File: src/hdl/sysctl_pkg.sv
// Package: register map, field layout and timing constants for the
// clock and system control block.
// Assumes 16-bit I/O-mapped register access from the core.
package sysctl_pkg;

  localparam int DATA_W = 16;
  localparam int ADDR_W = 10;
  localparam int LOCK_W = 10;

  // Register offsets in I/O page 0
  localparam logic [9:0] OFF_PLL_CONTROL = 10'h200;
  localparam logic [9:0] OFF_LOCK_COUNTER = 10'h201;
  localparam logic [9:0] OFF_SOFT_RESET_TRIGGER = 10'h202;
  localparam logic [9:0] OFF_PENDING_SYS_CONFIG = 10'h203;
  localparam logic [9:0] OFF_ACTIVE_SYS_CONFIG = 10'h204;

  // Pll_control fields
  localparam int PLL_BYPASS_BIT = 0;
  localparam int PLL_RATIO_LSB = 1;
  localparam int PLL_RATIO_W = 5;
  localparam logic [15:0] PLL_CONTROL_RST = 16'h0001;

  // Soft reset code field
  localparam int SRST_CODE_W = 3;
  localparam logic [2:0] SRST_CODE_FIRE = 3'h7;

  // System configuration fields
  localparam int CFG_BOOT_LSB = 0;
  localparam int CFG_BOOT_W = 2;
  localparam int CFG_PORT_BIT = 2;
  localparam int CFG_VEC_BIT = 3;
  localparam int CFG_USED_W = 4;

  // Interrupt vector table bases
  localparam logic [16:0] VEC_BASE_LO = 17'h00000;
  localparam logic [16:0] VEC_BASE_HI = 17'h10000;

  // Reset pulse length and lock counter default
  localparam int RESET_MIN_CYC = 4;
  localparam logic [9:0] LOCK_COUNTER_RST = 10'h200;

  typedef enum logic [1:0] {
    LK_LOCKED = 2'b00,
    LK_COUNT = 2'b01
  } lock_state_t;

endpackage

File: src/hdl/pll_soft_reset_sysconfig.sv
// Clock and system control: PLL control, lock counter, soft reset and
// pending/active system configuration registers.
// Assumes core I/O reads and writes synchronous to clk_sys_i.
// A low ce_i freezes every register, the lock count included.
//
// Summary of operation
// - Reset leaves core clock bypassing the PLL
// - PLL ratio set; multiplier only after lock
// - Ten-bit lock counter times ratio change
// - Lock reported active while reset asserted
// - Writing seven to code fires soft reset
// - Trigger bits 3 to 15 ignored
// - Soft reset spares PLL and its control
// - Soft reset clears peripherals, stops DMA
// - Pending config held until soft reset
// - Soft reset copies pending into active
// - Pending config loaded from boot pins at reset
// - Active config read-write, same layout
// - Vector base selects one of two addresses
// - Port select picks serial or SPI, boot msb
// - Boot select bits choose boot mode
`timescale 1ns/1ps
module pll_soft_reset_sysconfig (
  // Clock, reset, enable
  input wire logic clk_sys_i,
  input wire logic reset_i,
  input wire logic ce_i,
  // Core I/O register access
  input wire logic io_wr_i,
  input wire logic io_rd_i,
  input wire logic [sysctl_pkg::ADDR_W-1:0] io_addr_i,
  input wire logic [sysctl_pkg::DATA_W-1:0] io_wdata_i,
  output logic [sysctl_pkg::DATA_W-1:0] io_rdata_o,
  // Mode pins
  input wire logic vector_base_select_i,
  input wire logic port_set_select_i,
  input wire logic [1:0] boot_select_low_i,
  // PLL side
  input wire logic pll_ready_i,
  output logic pll_bypass_o,
  output logic [sysctl_pkg::PLL_RATIO_W-1:0] pll_ratio_o,
  output logic pll_locked_o,
  // System reset and configuration
  output logic soft_reset_o,
  output logic dma_abort_o,
  output logic [1:0] boot_mode_o,
  output logic spi_ports_sel_o,
  output logic [16:0] vector_base_o
);
  import sysctl_pkg::*;

  ////////////////////////////////////////////////////////////////////////
  // Register select: true when the bus address names the given register
  function automatic logic addr_hit(
    input logic [ADDR_W-1:0] addr,
    input logic [ADDR_W-1:0] off
  );
    return (addr == off);
  endfunction

  ////////////////////////////////////////////////////////////////////////
  // Registers
  logic [DATA_W-1:0] pll_control_r;
  logic [LOCK_W-1:0] lock_counter_r;
  logic [DATA_W-1:0] pending_sys_config_r;
  logic [DATA_W-1:0] active_sys_config_r;
  logic [DATA_W-1:0] rdata_r;
  logic strap_pend_r;
  logic bypass_r;
  logic [PLL_RATIO_W-1:0] ratio_r;
  logic locked_r;
  logic soft_pulse_r;
  logic [1:0] boot_r;
  logic spi_r;
  logic [16:0] vec_r;
  logic lock_ok;
  logic soft_pulse;

  ////////////////////////////////////////////////////////////////////////
  // Address decode, shared by the write strobes and the read mux
  wire hit_pll = addr_hit(io_addr_i, OFF_PLL_CONTROL);
  wire hit_lock = addr_hit(io_addr_i, OFF_LOCK_COUNTER);
  wire hit_srst = addr_hit(io_addr_i, OFF_SOFT_RESET_TRIGGER);
  wire hit_pend = addr_hit(io_addr_i, OFF_PENDING_SYS_CONFIG);
  wire hit_act = addr_hit(io_addr_i, OFF_ACTIVE_SYS_CONFIG);

  // Write strobes, one per register
  wire wr_pll = io_wr_i && hit_pll;
  wire wr_lock = io_wr_i && hit_lock;
  wire wr_srst = io_wr_i && hit_srst;
  wire wr_pend = io_wr_i && hit_pend;
  wire wr_act = io_wr_i && hit_act;

  // Ratio change restarts the lock timer
  // Rewriting the same ratio leaves the lock state alone
  wire [PLL_RATIO_W-1:0] new_ratio =
    io_wdata_i[PLL_RATIO_LSB +: PLL_RATIO_W];
  wire ratio_change = wr_pll &&
    (new_ratio != pll_control_r[PLL_RATIO_LSB +: PLL_RATIO_W]);

  // Leaving bypass is refused until lock is reported
  wire leave_bypass = ~io_wdata_i[PLL_BYPASS_BIT];
  wire bypass_next = (leave_bypass && lock_ok && !ratio_change) ?
    1'b0 : 1'b1;

  // Configuration value captured from the mode pins
  wire [DATA_W-1:0] strap_cfg = {
    {(DATA_W - CFG_USED_W){1'b0}},
    vector_base_select_i,
    port_set_select_i,
    boot_select_low_i
  };

  // Read mux; trigger register reads as zero
  // Unmapped offsets read as zero as well
  wire [DATA_W-1:0] rd_mux =
    hit_pll ? pll_control_r :
    hit_lock ?
      {{(DATA_W - LOCK_W){1'b0}}, lock_counter_r} :
    hit_pend ? pending_sys_config_r :
    hit_act ? active_sys_config_r :
    {DATA_W{1'b0}};

  // Decoded configuration fields
  wire [1:0] act_boot = active_sys_config_r[CFG_BOOT_LSB +: CFG_BOOT_W];
  wire act_port = active_sys_config_r[CFG_PORT_BIT];
  wire act_vec = active_sys_config_r[CFG_VEC_BIT];
  wire [16:0] vec_sel = act_vec ? VEC_BASE_HI : VEC_BASE_LO;

  // Next values of registers and registered outputs
  wire [DATA_W-1:0] rdata_nxt = io_rd_i ? rd_mux : {DATA_W{1'b0}};
  wire locked_nxt = lock_ok & pll_ready_i;
  wire [DATA_W-1:0] pll_control_nxt =
    {io_wdata_i[DATA_W-1:1], bypass_next};

  ////////////////////////////////////////////////////////////////////////
  // Lock timer
  // The count restarts on every ratio change, even mid count
  lock_timer #(
    .WIDTH(LOCK_W)
  ) u_lock (
    .clk_sys_i(clk_sys_i),
    .reset_i(reset_i),
    .ce_i(ce_i),
    .start_i(ratio_change),
    .load_i(lock_counter_r),
    .locked_o(lock_ok)
  );

  // Soft reset pulse generator, code in bits 2..0 only
  soft_reset_gen u_srst (
    .clk_sys_i(clk_sys_i),
    .reset_i(reset_i),
    .ce_i(ce_i),
    .wr_i(wr_srst),
    .code_i(io_wdata_i[SRST_CODE_W-1:0]),
    .pulse_o(soft_pulse)
  );

  ////////////////////////////////////////////////////////////////////////
  // PLL control: hardware reset only, a soft reset leaves it alone
  always_ff @(posedge clk_sys_i) begin
    if (reset_i) begin
      pll_control_r <= PLL_CONTROL_RST;
    end else if (ce_i && wr_pll) begin
      pll_control_r <= pll_control_nxt;
    end
  end

  // Lock counter reload value: hardware reset only
  always_ff @(posedge clk_sys_i) begin
    if (reset_i) begin
      lock_counter_r <= LOCK_COUNTER_RST;
    end else if (ce_i && wr_lock) begin
      lock_counter_r <= io_wdata_i[LOCK_W-1:0];
    end
  end

  ////////////////////////////////////////////////////////////////////////
  // Strap request: pending config captured the cycle after reset release
  // Pins are sampled after release, so they may settle during reset
  always_ff @(posedge clk_sys_i) begin
    if (reset_i) begin
      strap_pend_r <= 1'b1;
    end else if (ce_i) begin
      strap_pend_r <= 1'b0;
    end
  end

  // Pending configuration
  always_ff @(posedge clk_sys_i) begin
    if (reset_i) begin
      pending_sys_config_r <= '0;
    end else if (ce_i) begin
      if (strap_pend_r) begin
        pending_sys_config_r <= strap_cfg;
      end else if (wr_pend) begin
        pending_sys_config_r <= io_wdata_i;
      end
    end
  end

  // Active configuration
  // A soft reset copy wins over a direct write in the same cycle
  always_ff @(posedge clk_sys_i) begin
    if (reset_i) begin
      active_sys_config_r <= '0;
    end else if (ce_i) begin
      if (strap_pend_r) begin
        active_sys_config_r <= strap_cfg;
      end else if (soft_pulse) begin
        active_sys_config_r <= pending_sys_config_r;
      end else if (wr_act) begin
        active_sys_config_r <= io_wdata_i;
      end
    end
  end

  ////////////////////////////////////////////////////////////////////////
  // Read data: stands one cycle after the read strobe, zero otherwise
  always_ff @(posedge clk_sys_i) begin
    if (reset_i) begin
      rdata_r <= '0;
    end else if (ce_i) begin
      rdata_r <= rdata_nxt;
    end
  end

  // Clock source select; bypass is the reset state
  always_ff @(posedge clk_sys_i) begin
    if (reset_i) begin
      bypass_r <= 1'b1;
    end else if (ce_i) begin
      bypass_r <= pll_control_r[PLL_BYPASS_BIT];
    end
  end

  // Multiplication ratio to the PLL
  always_ff @(posedge clk_sys_i) begin
    if (reset_i) begin
      ratio_r <= '0;
    end else if (ce_i) begin
      ratio_r <= pll_control_r[PLL_RATIO_LSB +: PLL_RATIO_W];
    end
  end

  // Lock indication, forced active while reset is held
  always_ff @(posedge clk_sys_i) begin
    if (reset_i) begin
      locked_r <= 1'b1;
    end else if (ce_i) begin
      locked_r <= locked_nxt;
    end
  end

  // Soft reset pulse, one cycle per qualifying write
  always_ff @(posedge clk_sys_i) begin
    if (reset_i) begin
      soft_pulse_r <= 1'b0;
    end else if (ce_i) begin
      soft_pulse_r <= soft_pulse;
    end
  end

  // Boot mode from the active configuration
  always_ff @(posedge clk_sys_i) begin
    if (reset_i) begin
      boot_r <= '0;
    end else if (ce_i) begin
      boot_r <= act_boot;
    end
  end

  // Port set select from the active configuration
  always_ff @(posedge clk_sys_i) begin
    if (reset_i) begin
      spi_r <= 1'b0;
    end else if (ce_i) begin
      spi_r <= act_port;
    end
  end

  // Interrupt vector table base from the active configuration
  always_ff @(posedge clk_sys_i) begin
    if (reset_i) begin
      vec_r <= VEC_BASE_LO;
    end else if (ce_i) begin
      vec_r <= vec_sel;
    end
  end

  // Outputs straight from the flip-flops
  assign io_rdata_o = rdata_r;
  assign pll_bypass_o = bypass_r;
  assign pll_ratio_o = ratio_r;
  assign pll_locked_o = locked_r;
  assign soft_reset_o = soft_pulse_r;
  assign dma_abort_o = soft_pulse_r;
  assign boot_mode_o = boot_r;
  assign spi_ports_sel_o = spi_r;
  assign vector_base_o = vec_r;

endmodule

File: src/hdl/lock_timer.sv
// Lock timer: counts down from a programmed value after a ratio change.
// Assumes a single clock and a synchronous active-high reset.
`timescale 1ns/1ps
module lock_timer #(
  parameter int WIDTH = sysctl_pkg::LOCK_W
) (
  // Clock, reset, enable
  input wire logic clk_sys_i,
  input wire logic reset_i,
  input wire logic ce_i,
  // Control
  input wire logic start_i,
  input wire logic [WIDTH-1:0] load_i,
  // Status
  output logic locked_o
);
  import sysctl_pkg::*;

  lock_state_t state_r;
  logic [WIDTH-1:0] count_r;
  wire done = (count_r == '0);

  ////////////////////////////////////////////////////////////////////////
  // Countdown; lock forced active during reset
  always_ff @(posedge clk_sys_i) begin
    if (reset_i) begin
      state_r <= LK_LOCKED;
      count_r <= '0;
    end else if (ce_i) begin
      unique case (state_r)
        LK_LOCKED: begin
          if (start_i) begin
            state_r <= LK_COUNT;
            count_r <= load_i;
          end
        end
        LK_COUNT: begin
          if (start_i) begin
            count_r <= load_i;
          end else if (done) begin
            state_r <= LK_LOCKED;
          end else begin
            count_r <= count_r - 1'b1;
          end
        end
        default: state_r <= LK_LOCKED;
      endcase
    end
  end

  assign locked_o = (state_r == LK_LOCKED);

endmodule

File: src/hdl/soft_reset_gen.sv
// Soft reset generator: one-cycle pulse per qualifying trigger write.
// Assumes write strobe and data are synchronous to the clock.
`timescale 1ns/1ps
module soft_reset_gen (
  // Clock, reset, enable
  input wire logic clk_sys_i,
  input wire logic reset_i,
  input wire logic ce_i,
  // Trigger write
  input wire logic wr_i,
  input wire logic [sysctl_pkg::SRST_CODE_W-1:0] code_i,
  // Pulse
  output logic pulse_o
);
  import sysctl_pkg::*;

  logic pulse_r;
  wire fire = wr_i && (code_i == SRST_CODE_FIRE);

  ////////////////////////////////////////////////////////////////////////
  // Self-clearing pulse; held while ce_i is low, a trigger write made while ce_i is low is dropped
  always_ff @(posedge clk_sys_i) begin
    if (reset_i) begin
      pulse_r <= 1'b0;
    end else if (ce_i) begin
      pulse_r <= fire;
    end
  end

  assign pulse_o = pulse_r;

endmodule

File: config.mk
export PLATFORM = sky130hd
export DESIGN_NAME = pll_soft_reset_sysconfig
export DESIGN_NICKNAME = d
export VERILOG_FILES = /design/src/hdl/sysctl_pkg.sv /design/src/hdl/pll_soft_reset_sysconfig.sv /design/src/hdl/lock_timer.sv /design/src/hdl/soft_reset_gen.sv
export SDC_FILE = /design/constraint.sdc
export NUM_CORES = 1
export LEC_CHECK = 0
export ABC_CLOCK_PERIOD_IN_PS = 6150
export BUFFER_PORTS_ARGS = -buffer_cell sky130_fd_sc_hd__clkbuf_2
export CAP_MARGIN = 40
export CELL_PAD_IN_SITES_DETAIL_PLACEMENT = 0
export CELL_PAD_IN_SITES_GLOBAL_PLACEMENT = 1
export CORE_ASPECT_RATIO = 1.25
export CORE_UTILIZATION = 35
export CTS_BUF_LIST = sky130_fd_sc_hd__clkbuf_8
export CTS_CLUSTER_DIAMETER = 30
export DETAILED_ROUTE_END_ITERATION = 7
export PLACE_DENSITY = 0.74
export SYNTH_ARGS = -nofsm -noshare
export SYNTH_HDL_FRONTEND = slang
export SYNTH_HIERARCHICAL = 1
export SYNTH_SLANG_ARGS = --single-unit
File: constraint.sdc
create_clock -name clk_sys_i -period 6.15 [get_ports clk_sys_i]
set_clock_uncertainty 0.15 [all_clocks]
set_input_delay 0.615 -clock clk_sys_i [delete_from_list [all_inputs] [get_ports clk_sys_i]]
set_output_delay 0.615 -clock clk_sys_i [all_outputs]
set_load 0.05 [all_outputs]
# == Word level (Yosys, flattened, before mapping) ==
# Index checks and enable logic that the tools add are counted.
# word_totals
inputBits,36
wordCells,72
regBits,116
output_inout_bits,45
# classes
reduce_logical,21
eq_ne,12
n_bitwise,2
muxes,20
add_sub_neg,1
# op_table
op,count
$mux 16,10
$eq 10x10->1 const B,5
$mux 10,3
$pmux 10 s2,1
$mux 17,1
$logic_and 1x1->1,11
$logic_not 10->1,1
$sub 10x1->10 const B,1
$reduce_and 4->1,2
$mux 2,3
$ne 5x5->1,1
$ne 2x1->1 const B,2
$pmux 2 s2,1
$reduce_and 2->1,2
$reduce_bool 2->1,2
$eq 3x3->1 const B,1
$ne 3x3->1 const B,1
$reduce_bool 3->1,1
$eq 2x1->1 const B,1
$logic_not 2->1,1
$ne 2x2->1 const B,1
$and 1x1->1,1
$logic_not 1->1,1
$mux 1,1
$not 1->1,1

# == Longest topological paths before layout ==
# Gate-level depths: netlist of run 1.
# depth
word_depth,6
ltp_mapped,11
mapped_depth_nobuf,8

# == By module ==
# The synthesis of run 1 kept the hierarchy.
# modules_own_cells
mod,seq_area_each_um2,cells_each,area_per_inst_um2,instances
pll_soft_reset_sysconfig,1741.7,433,4098.9,1
lock_timer,220.2,92,740.7,1
soft_reset_gen,20.0,5,51.3,1

# == Worst setup path after synthesis of run 1 ==
# OpenSTA, ideal clock, no wires.
# synth_path
kind,input port to flip-flop
start,in io_addr_i[4] in the netlist's numbering
end,reg u_lock.count_r[1]
arrival_time_ps,2825
setup_ps,125
path_buffers,2
path_stages,10
t_required_ps,5875
setup_slack_ps,3049
cell_sequence,or4_4 or4_1 inv_1 and3_1 nand2b_1 buf_4 clkbuf_1 nor2_1 a211oi_1 a211oi_1
# synth_between
elab_chain_len,5
word_cells_on_any_way,8
cone_classes,eq/ne: 3; mux: 2; reduce/logical: 3
# synth_rtl
element,line_no,rtl
from (decl),pll_soft_reset_sysconfig.sv:31,"input wire logic [sysctl_pkg::ADDR_W-1:0] io_addr_i,"
$eq 10x10->1 *,pll_soft_reset_sysconfig.sv:58,return (addr == off);
$logic_and 1x1->1 *,pll_soft_reset_sysconfig.sv:88,wire wr_pll = io_wr_i && hit_pll;
$logic_and 1x1->1 *,pll_soft_reset_sysconfig.sv:98,wire ratio_change = wr_pll &&
net ratio_change,pll_soft_reset_sysconfig.sv:98,
"$ne 3x3->1 (no source line), or another cell as far along",-,
$reduce_and 4->1 (no source line) or $pmux 10 s2 (tied branches),-,
to (signal assigned),lock_timer.sv:34,count_r <= load_i;
to (signal assigned),lock_timer.sv:39,count_r <= load_i;
to (signal assigned),lock_timer.sv:43,count_r <= count_r - 1'b1;
to (decl),lock_timer.sv:20,logic [WIDTH-1:0] count_r;
# Mark *: on every way through the listed nets, which the timed path passes. The rest lies on a longest branch.
# A chain may end at the register's enable or synchronous reset.

# == Worst setup path in the final report of run 1 ==
# layout_path
start,in io_addr_i[4] in the netlist's numbering
end,reg u_lock.count_r[4]
# Same word-level chain as after synthesis.

==> results of run 1 <==
## per-layer routing
metal / share of wire / GRT usage / up-vias
met2: 0.49 / 0.3145 / 100
met3: 0.036 / 0.03304 / 25
met5: 0 / 0 / -
li1: - / - / 1990
met4: 0.020 / 0.06849 / 0
met1: 0.45 / 0.2444 / 2013
## per-stage QoR
| stage | power [mW] | instances | cell area (sq um) |
|---|---|---|---|
| 2_1_floorplan | 0.7627 | 545 | 4947 |
| 3_3_place_gp | 0.7926 | 728 | 5226 |
| 3_5_place_dp | 0.7949 | 732 | 5264 |
| 4_1_cts | 1.250 | 747 | 5479 |
| 5_1_grt | 1.289 | 747 | 5479 |
| 6_report | 1.238 | 747 | 5479 |
## power groups by stage
stage                     sequential, mW  clock, mW  combinational, mW
after floorplan                    0.672          0             0.0910
after global placement             0.669          0              0.124
after detailed placement           0.669          0              0.126
after CTS                          0.654      0.469              0.126
after global routing               0.655      0.498              0.136
final                              0.654      0.458              0.126
## synthesized netlist by cell type, types with 2 or more instances
library cell | instances | area share
xor2_1 | 3 | 0.0054
buf_4 | 19 | 0.029
or3_1 | 3 | 0.0038
nor4_2 | 2 | 0.0051
xnor2_1 | 2 | 0.0036
a41o_1 | 4 | 0.0082
clkbuf_1 | 26 | 0.020
a22oi_1 | 7 | 0.011
dfxtp_1 | 99 | 0.41
a21oi_1 | 27 | 0.028
o21a_1 | 3 | 0.0046
a211oi_1 | 10 | 0.015
and2_1 | 4 | 0.0051
or4_1 | 3 | 0.0046
nor4_1 | 5 | 0.0064
buf_1 | 4 | 0.0031
inv_1 | 7 | 0.0054
o21ai_0 | 8 | 0.0082
o2bb2ai_1 | 6 | 0.011
nand2b_1 | 16 | 0.020
nor3b_1 | 12 | 0.018
and3b_1 | 2 | 0.0036
o211ai_1 | 10 | 0.015
a221o_1 | 10 | 0.020
nand4b_1 | 2 | 0.0036
nand3_1 | 15 | 0.015
mux2_2 | 5 | 0.012
a211o_1 | 13 | 0.023
mux2i_1 | 58 | 0.12
nor2_1 | 49 | 0.038
nand2_1 | 37 | 0.028
buf_2 | 7 | 0.0072
nor3_1 | 7 | 0.0072
nand4_1 | 4 | 0.0051
o41ai_4 | 2 | 0.011
o32ai_1 | 3 | 0.0054
a22o_1 | 12 | 0.021
## critical path, stage by stage
cell      delay, ps
clkbuf_2         90
or4_4           570
or4_1           740
inv_1           110
and3_1          300
nand2b_1        730
mux2_2          410
nand2_1          60
a21oi_1          60
## cell type report
class	instances	share of cell area
Timing Repair Buffer	73	0.07216
Inverter	8	0.005481
Tap cell	171	0.03905
Clock inverter	6	0.01667
Sequential cell	99	0.3617
Multi-Input combinational cell	381	0.4823
Clock buffer	9	0.02261
## cells by family after synthesis
kind of cell / count (synthesis) / share of synthesized area
xor gates and xnor gates: 5 / 0.008955
adders and majority gates: 1 / 0.002558
and+or+nand+nor: 172 / 0.1839
other: 1 / 0.0007667
DFF: 99 / 0.4052
muxes: 63 / 0.1302
buffers and inverters: 65 / 0.06779
AOI/OAI and AO/OA: 124 / 0.2006
## registers in the layout (all words and copies together), names as in the netlist, 2 cells and up
name,flops
boot_mode_o,2
pending_sys_config_r,16
u_lock/count_r,10
active_sys_config_r,16
pll_ratio_o,5
pll_control_r,16
io_rdata_o,16
lock_counter_r,10
## worst min-delay path by stage
stage | start | slack, ps | cells past startpoint | end
finish | io_rdata_o[5] | 290 | 2 | io_rdata_o[5]
floorplan | pll_control_r[6] | 280 | 2 | pll_control_r[6]
global placement | io_rdata_o[4] | 280 | 2 | io_rdata_o[4]
detailed placement | io_rdata_o[5] | 280 | 2 | io_rdata_o[5]
global route | io_rdata_o[4] | 310 | 2 | io_rdata_o[4]
CTS | io_rdata_o[5] | 290 | 2 | io_rdata_o[5]
==> flow_metrics.env, run 1 <==
export IMPL_power_density_nw_per_um2=226.0
export IMPL_post_cts_buffers=0
export IMPL_ys_types=61
export IMPL_dp_hpwl_mm=9.275
export IMPL_clock_root_buffer="clkbuf_8"
export IMPL_overflow=0
export IMPL_crit_end="u_lock/count_r[4]"
export IMPL_peakVddDrop_mv=0.1335
export IMPL_hold_viol=0
export IMPL_startpoint_type="primary input"
export IMPL_antenna_cells=0
export IMPL_htree_levels=3
export IMPL_yosys_warnings=6
export IMPL_status="completed"
export IMPL_r2r_cells=8
export IMPL_post_place_ws_ps=2132
export IMPL_rows=47
export IMPL_setup_ws_ps=2510
export IMPL_maxSlewHeadroom=0.4170
export IMPL_startpoint="io_addr_i[4]"
export IMPL_synth_seq_cells=99
export IMPL_register_area_sq_um=1982
export IMPL_slew_violations=0
export IMPL_start_util=0.3632
export IMPL_num_io_pins=81
export IMPL_cts_tree="done"
export IMPL_setup_tns_ps=0
export IMPL_syn_area_sq_um=4891
export IMPL_r2r_start="pll_control_r[5]"
export IMPL_p_sw_mw=0.3253
export IMPL_multi_input_area_sq_um=2643
export IMPL_mostFrequentLayoutCells="dfxtp_1, clkbuf_2, mux2i_1, nor2_1, nand2_1"
export IMPL_vias_per_cell=5.526
export IMPL_final_util=0.4069
export IMPL_drc=0
export IMPL_layout_commonest_cell="dfxtp_1"
export IMPL_regToRegEndpoint="u_lock/count_r[7]"
export IMPL_die_y_microns=134.2
export IMPL_dr_pass1_iters=4
export IMPL_cts_resized_gates=0
export IMPL_netSwitchingFraction=0.2627
export IMPL_coreArea_sq_um=13470
export IMPL_final_layout_size_suffix_gt1_frac=0.1858
export IMPL_crit_arrival_ps=3710
export IMPL_place_gp_congestion=0.7451
export IMPL_grtUsageTotal=0.1894
export IMPL_fillers=1338
export IMPL_die_area_sq_um=14450
export IMPL_drt_wirelength_per_cell_microns=17.67
export IMPL_p_seq_frac=0.528
export IMPL_min_path_type="reg2reg"
export IMPL_synth_flop_cell="dfxtp_1"
export IMPL_clockBufferDepth=2
export IMPL_worst_pin_slew_ps=874.5
export IMPL_max_cap_violations=0
export IMPL_crit_type="in2reg"
export IMPL_drt_iter0_drc=239
export IMPL_ant_nets=0
export IMPL_die_width_microns=107.7
export IMPL_min_period_ps=3640
export IMPL_antenna_found_initial=0
export IMPL_wirelength_mm=13.20
export IMPL_io_buffers=64
export IMPL_cp_max_fo=27
export IMPL_final_period_utilization=0.5919
export IMPL_ys_async_sr_fraction=0
export IMPL_clock_latency_ps=360
export IMPL_path_clk_slew_ps=90
export IMPL_synth_edf_count=0
export IMPL_finalSetupViolCount=0
export IMPL_nets=609
export IMPL_cts_hold_buffers=0
export IMPL_combinationalPowerShare=0.102
export IMPL_grt_setup_unrepaired="false"
export IMPL_grt_pass1_vias=4005
export IMPL_p_int_mw=0.9129
export IMPL_vias=4128
export IMPL_clockPowerShare=0.370
export IMPL_avgSynthCellArea_sq_um=9.228
export IMPL_yosysSeqAreaShare=0.4052
export IMPL_critPathRequiredTime_ps=6220
export IMPL_grt_first_pass_wirelength_mm=21.42
export IMPL_holdWs_ps=289.7
export IMPL_grt_max_degree=68
export IMPL_area_growth_pct=12.02
export IMPL_numCtsBuffers=9
export IMPL_cts_sinks=99
export IMPL_p_leak_nw=2.351
export IMPL_r2r_setup_slack_ps=3370
export IMPL_syn_inst=530
export IMPL_critPathCaptureType="register"
export IMPL_clock_fmax_mhz=274.7
Note: power is estimated with default switching activity, not from simulation.
==> run 2, diff against run 1 <==
--- a/config.mk
+++ b/config.mk
@@ -5,7 +5,7 @@
 export SDC_FILE = /design/constraint.sdc
 export NUM_CORES = 1
 export LEC_CHECK = 0
-export ABC_CLOCK_PERIOD_IN_PS = 6150
+export ABC_CLOCK_PERIOD_IN_PS = 3800
 export BUFFER_PORTS_ARGS = -buffer_cell sky130_fd_sc_hd__clkbuf_2
 export CAP_MARGIN = 40
 export CELL_PAD_IN_SITES_DETAIL_PLACEMENT = 0
==> constraint.sdc (replaced) <==
create_clock -name clk_sys_i -period 3.8 [get_ports clk_sys_i]
set_clock_uncertainty 0.15 [all_clocks]
set_input_delay 0.38 -clock clk_sys_i [delete_from_list [all_inputs] [get_ports clk_sys_i]]
set_output_delay 0.38 -clock clk_sys_i [all_outputs]
set_load 0.05 [all_outputs]
==> run 2 against run 1 <==
Clock power rose by 65%; highest routed layer unchanged; sequential cell count did not move; cell area rose by 1.2%; largest cell class unchanged; non-clock buffer count rose by 8; register-to-register slack got worse by 2000 ps; largest power group unchanged; via count fell by 0.29%; core utilization rose by 0.49 points; critical path type unchanged.
==> flow_metrics.env, run 2 (synthesized netlist as in run 1, its figures left out) <==
export IMPL_vias=4116
export IMPL_fin_cells=756
export IMPL_antenna_found_initial=0
export IMPL_final_layout_size_suffix_gt1_frac=0.1966
export IMPL_htree_levels=3
export IMPL_die_area_sq_um=14450
export IMPL_slew_violations=0
export IMPL_drt_iter0_drc=165
export IMPL_post_cts_buffers=0
export IMPL_wirelength_mm=13.03
export IMPL_clockBufferDepth=2
export IMPL_holdWs_ps=87.83
export IMPL_critPathRequiredTime_ps=3940
export IMPL_cts_resized_gates=0
export IMPL_crit_type="in2reg"
export IMPL_critPathCaptureType="register"
export IMPL_cts_tree="done"
export IMPL_startpoint_type="primary input"
export IMPL_clock_latency_ps=350
export IMPL_drt_wirelength_per_cell_microns=17.24
export IMPL_cp_max_fo=12
export IMPL_ant_nets=0
export IMPL_peakVddDrop_mv=0.2724
export IMPL_hold_viol=0
export IMPL_fillers=1364
export IMPL_final_util=0.4118
export IMPL_clock_root_buffer="clkbuf_8"
export IMPL_drc=0
export IMPL_mostFrequentLayoutCells="dfxtp_1, clkbuf_2, mux2i_1, nor2_1, nand2_1"
export IMPL_totalPowerFinal_mw=2.021
export IMPL_r2r_setup_slack_ps=1360
export IMPL_vias_per_cell=5.444
export IMPL_io_buffers=64
export IMPL_numCtsBuffers=9
export IMPL_clock_fmax_mhz=360.6
export IMPL_grt_setup_unrepaired="false"
export IMPL_die_width_microns=107.7
export IMPL_cts_sinks=99
export IMPL_fin_area_sq_um=5545
export IMPL_grt_first_pass_wirelength_mm=20.90
export IMPL_slowest_stage="or4_4"
export IMPL_setup_ws_ps=1027
export IMPL_min_path_type="in2reg"
export IMPL_place_gp_congestion=0.7859
export IMPL_worstPathCellList="clkbuf_2 -> or4_4 -> or4_1 -> inv_1 -> and3_1 -> o21a_1 -> o41ai_4 -> or3_1 -> a31oi_1"
export IMPL_min_period_ps=2773
export IMPL_layout_commonest_cell="dfxtp_1"
export IMPL_antenna_cells=0
export IMPL_die_y_microns=134.2
export IMPL_overflow=0
export IMPL_finalSetupViolCount=0
export IMPL_cts_hold_buffers=0
export IMPL_path_clk_slew_ps=100
export IMPL_grt_max_degree=36
export IMPL_status="completed"
export IMPL_post_place_ws_ps=680.8
export IMPL_maxSlewHeadroom=0.4041
export IMPL_area_growth_pct=13.38
export IMPL_final_period_utilization=0.7298
export IMPL_dr_pass1_iters=4
export IMPL_post_dp_cell_area_sq_um=5319
export IMPL_max_stage_delay_ps=580
export IMPL_crit_family="simple AND/OR/NAND/NOR gates"
export IMPL_setup_tns_ps=0
export IMPL_worst_pin_slew_ps=890.6
export IMPL_start_util=0.3632
export IMPL_num_io_pins=81
export IMPL_rows=47
export IMPL_dp_hpwl_mm=9.386
export IMPL_power_density_nw_per_um2=364.5
export IMPL_grtUsageTotal=0.1864
export IMPL_p_leak_nw=2.398
export IMPL_crit_arrival_ps=2910
export IMPL_max_cap_violations=0
export IMPL_cp_num_buf_inv=2
export IMPL_grt_pass1_vias=3941
export IMPL_dpl_cell_count=740
export IMPL_coreArea_sq_um=13470
export IMPL_nets=617
## run 2: cell count changes in the layout (fill, tap and decap cells not counted), sizes merged
cell | previous run | this run
buf | 9 | 17
clkbuf | 73 | 74
clkinv | 1 | 2
clkinvlp | 3 | 2
## run 2: metal layers
metal,routed length [microns],share of wire,vias up,track usage
met1,6020,0.46,2010,0.2440
met5,0,0,-,0
met2,6412,0.49,80,0.3059
met3,319,0.024,15,0.02721
met4,280,0.021,0,0.07534
li1,-,-,2011,-
## run 2: area by class of cell
type                       count  area [sq um]  share of cell area
multi-input combinational    381          2638              0.4756
sequential                    99          1982              0.3574
timing repair buffer          81         455.4             0.08213
tap                          171         214.0             0.03858
clock buffer                  10         137.6             0.02482
clock inverter                 6         88.84             0.01602
inverter                       8         30.03            0.005415
## run 2: final timing paths
kind / startpoint / to / depth (start not counted)
max: io_addr_i[4] / u_lock/count_r[0] / 9
min: pll_ready_i / pll_locked_o / 3
max reg2reg: u_lock/count_r[0] / u_lock/count_r[8] / 6
min reg2reg: io_rdata_o[8] / io_rdata_o[8] / 2
## run 2: worst reg2reg max path: cells and delay by family (launching register included)
kind / cells / cell delay, ps
fa+ha+maj: 1 / 230
flops: 1 / 360
simple gates: 1 / 550
compound gates: 3 / 1020
buf+inv: 1 / 70
## run 2: power breakdown
group | internal, mW | switching, mW
logic | 0.0627 | 0.145
clock network | 0.389 | 0.366
registers | 1.05 | 0.00805
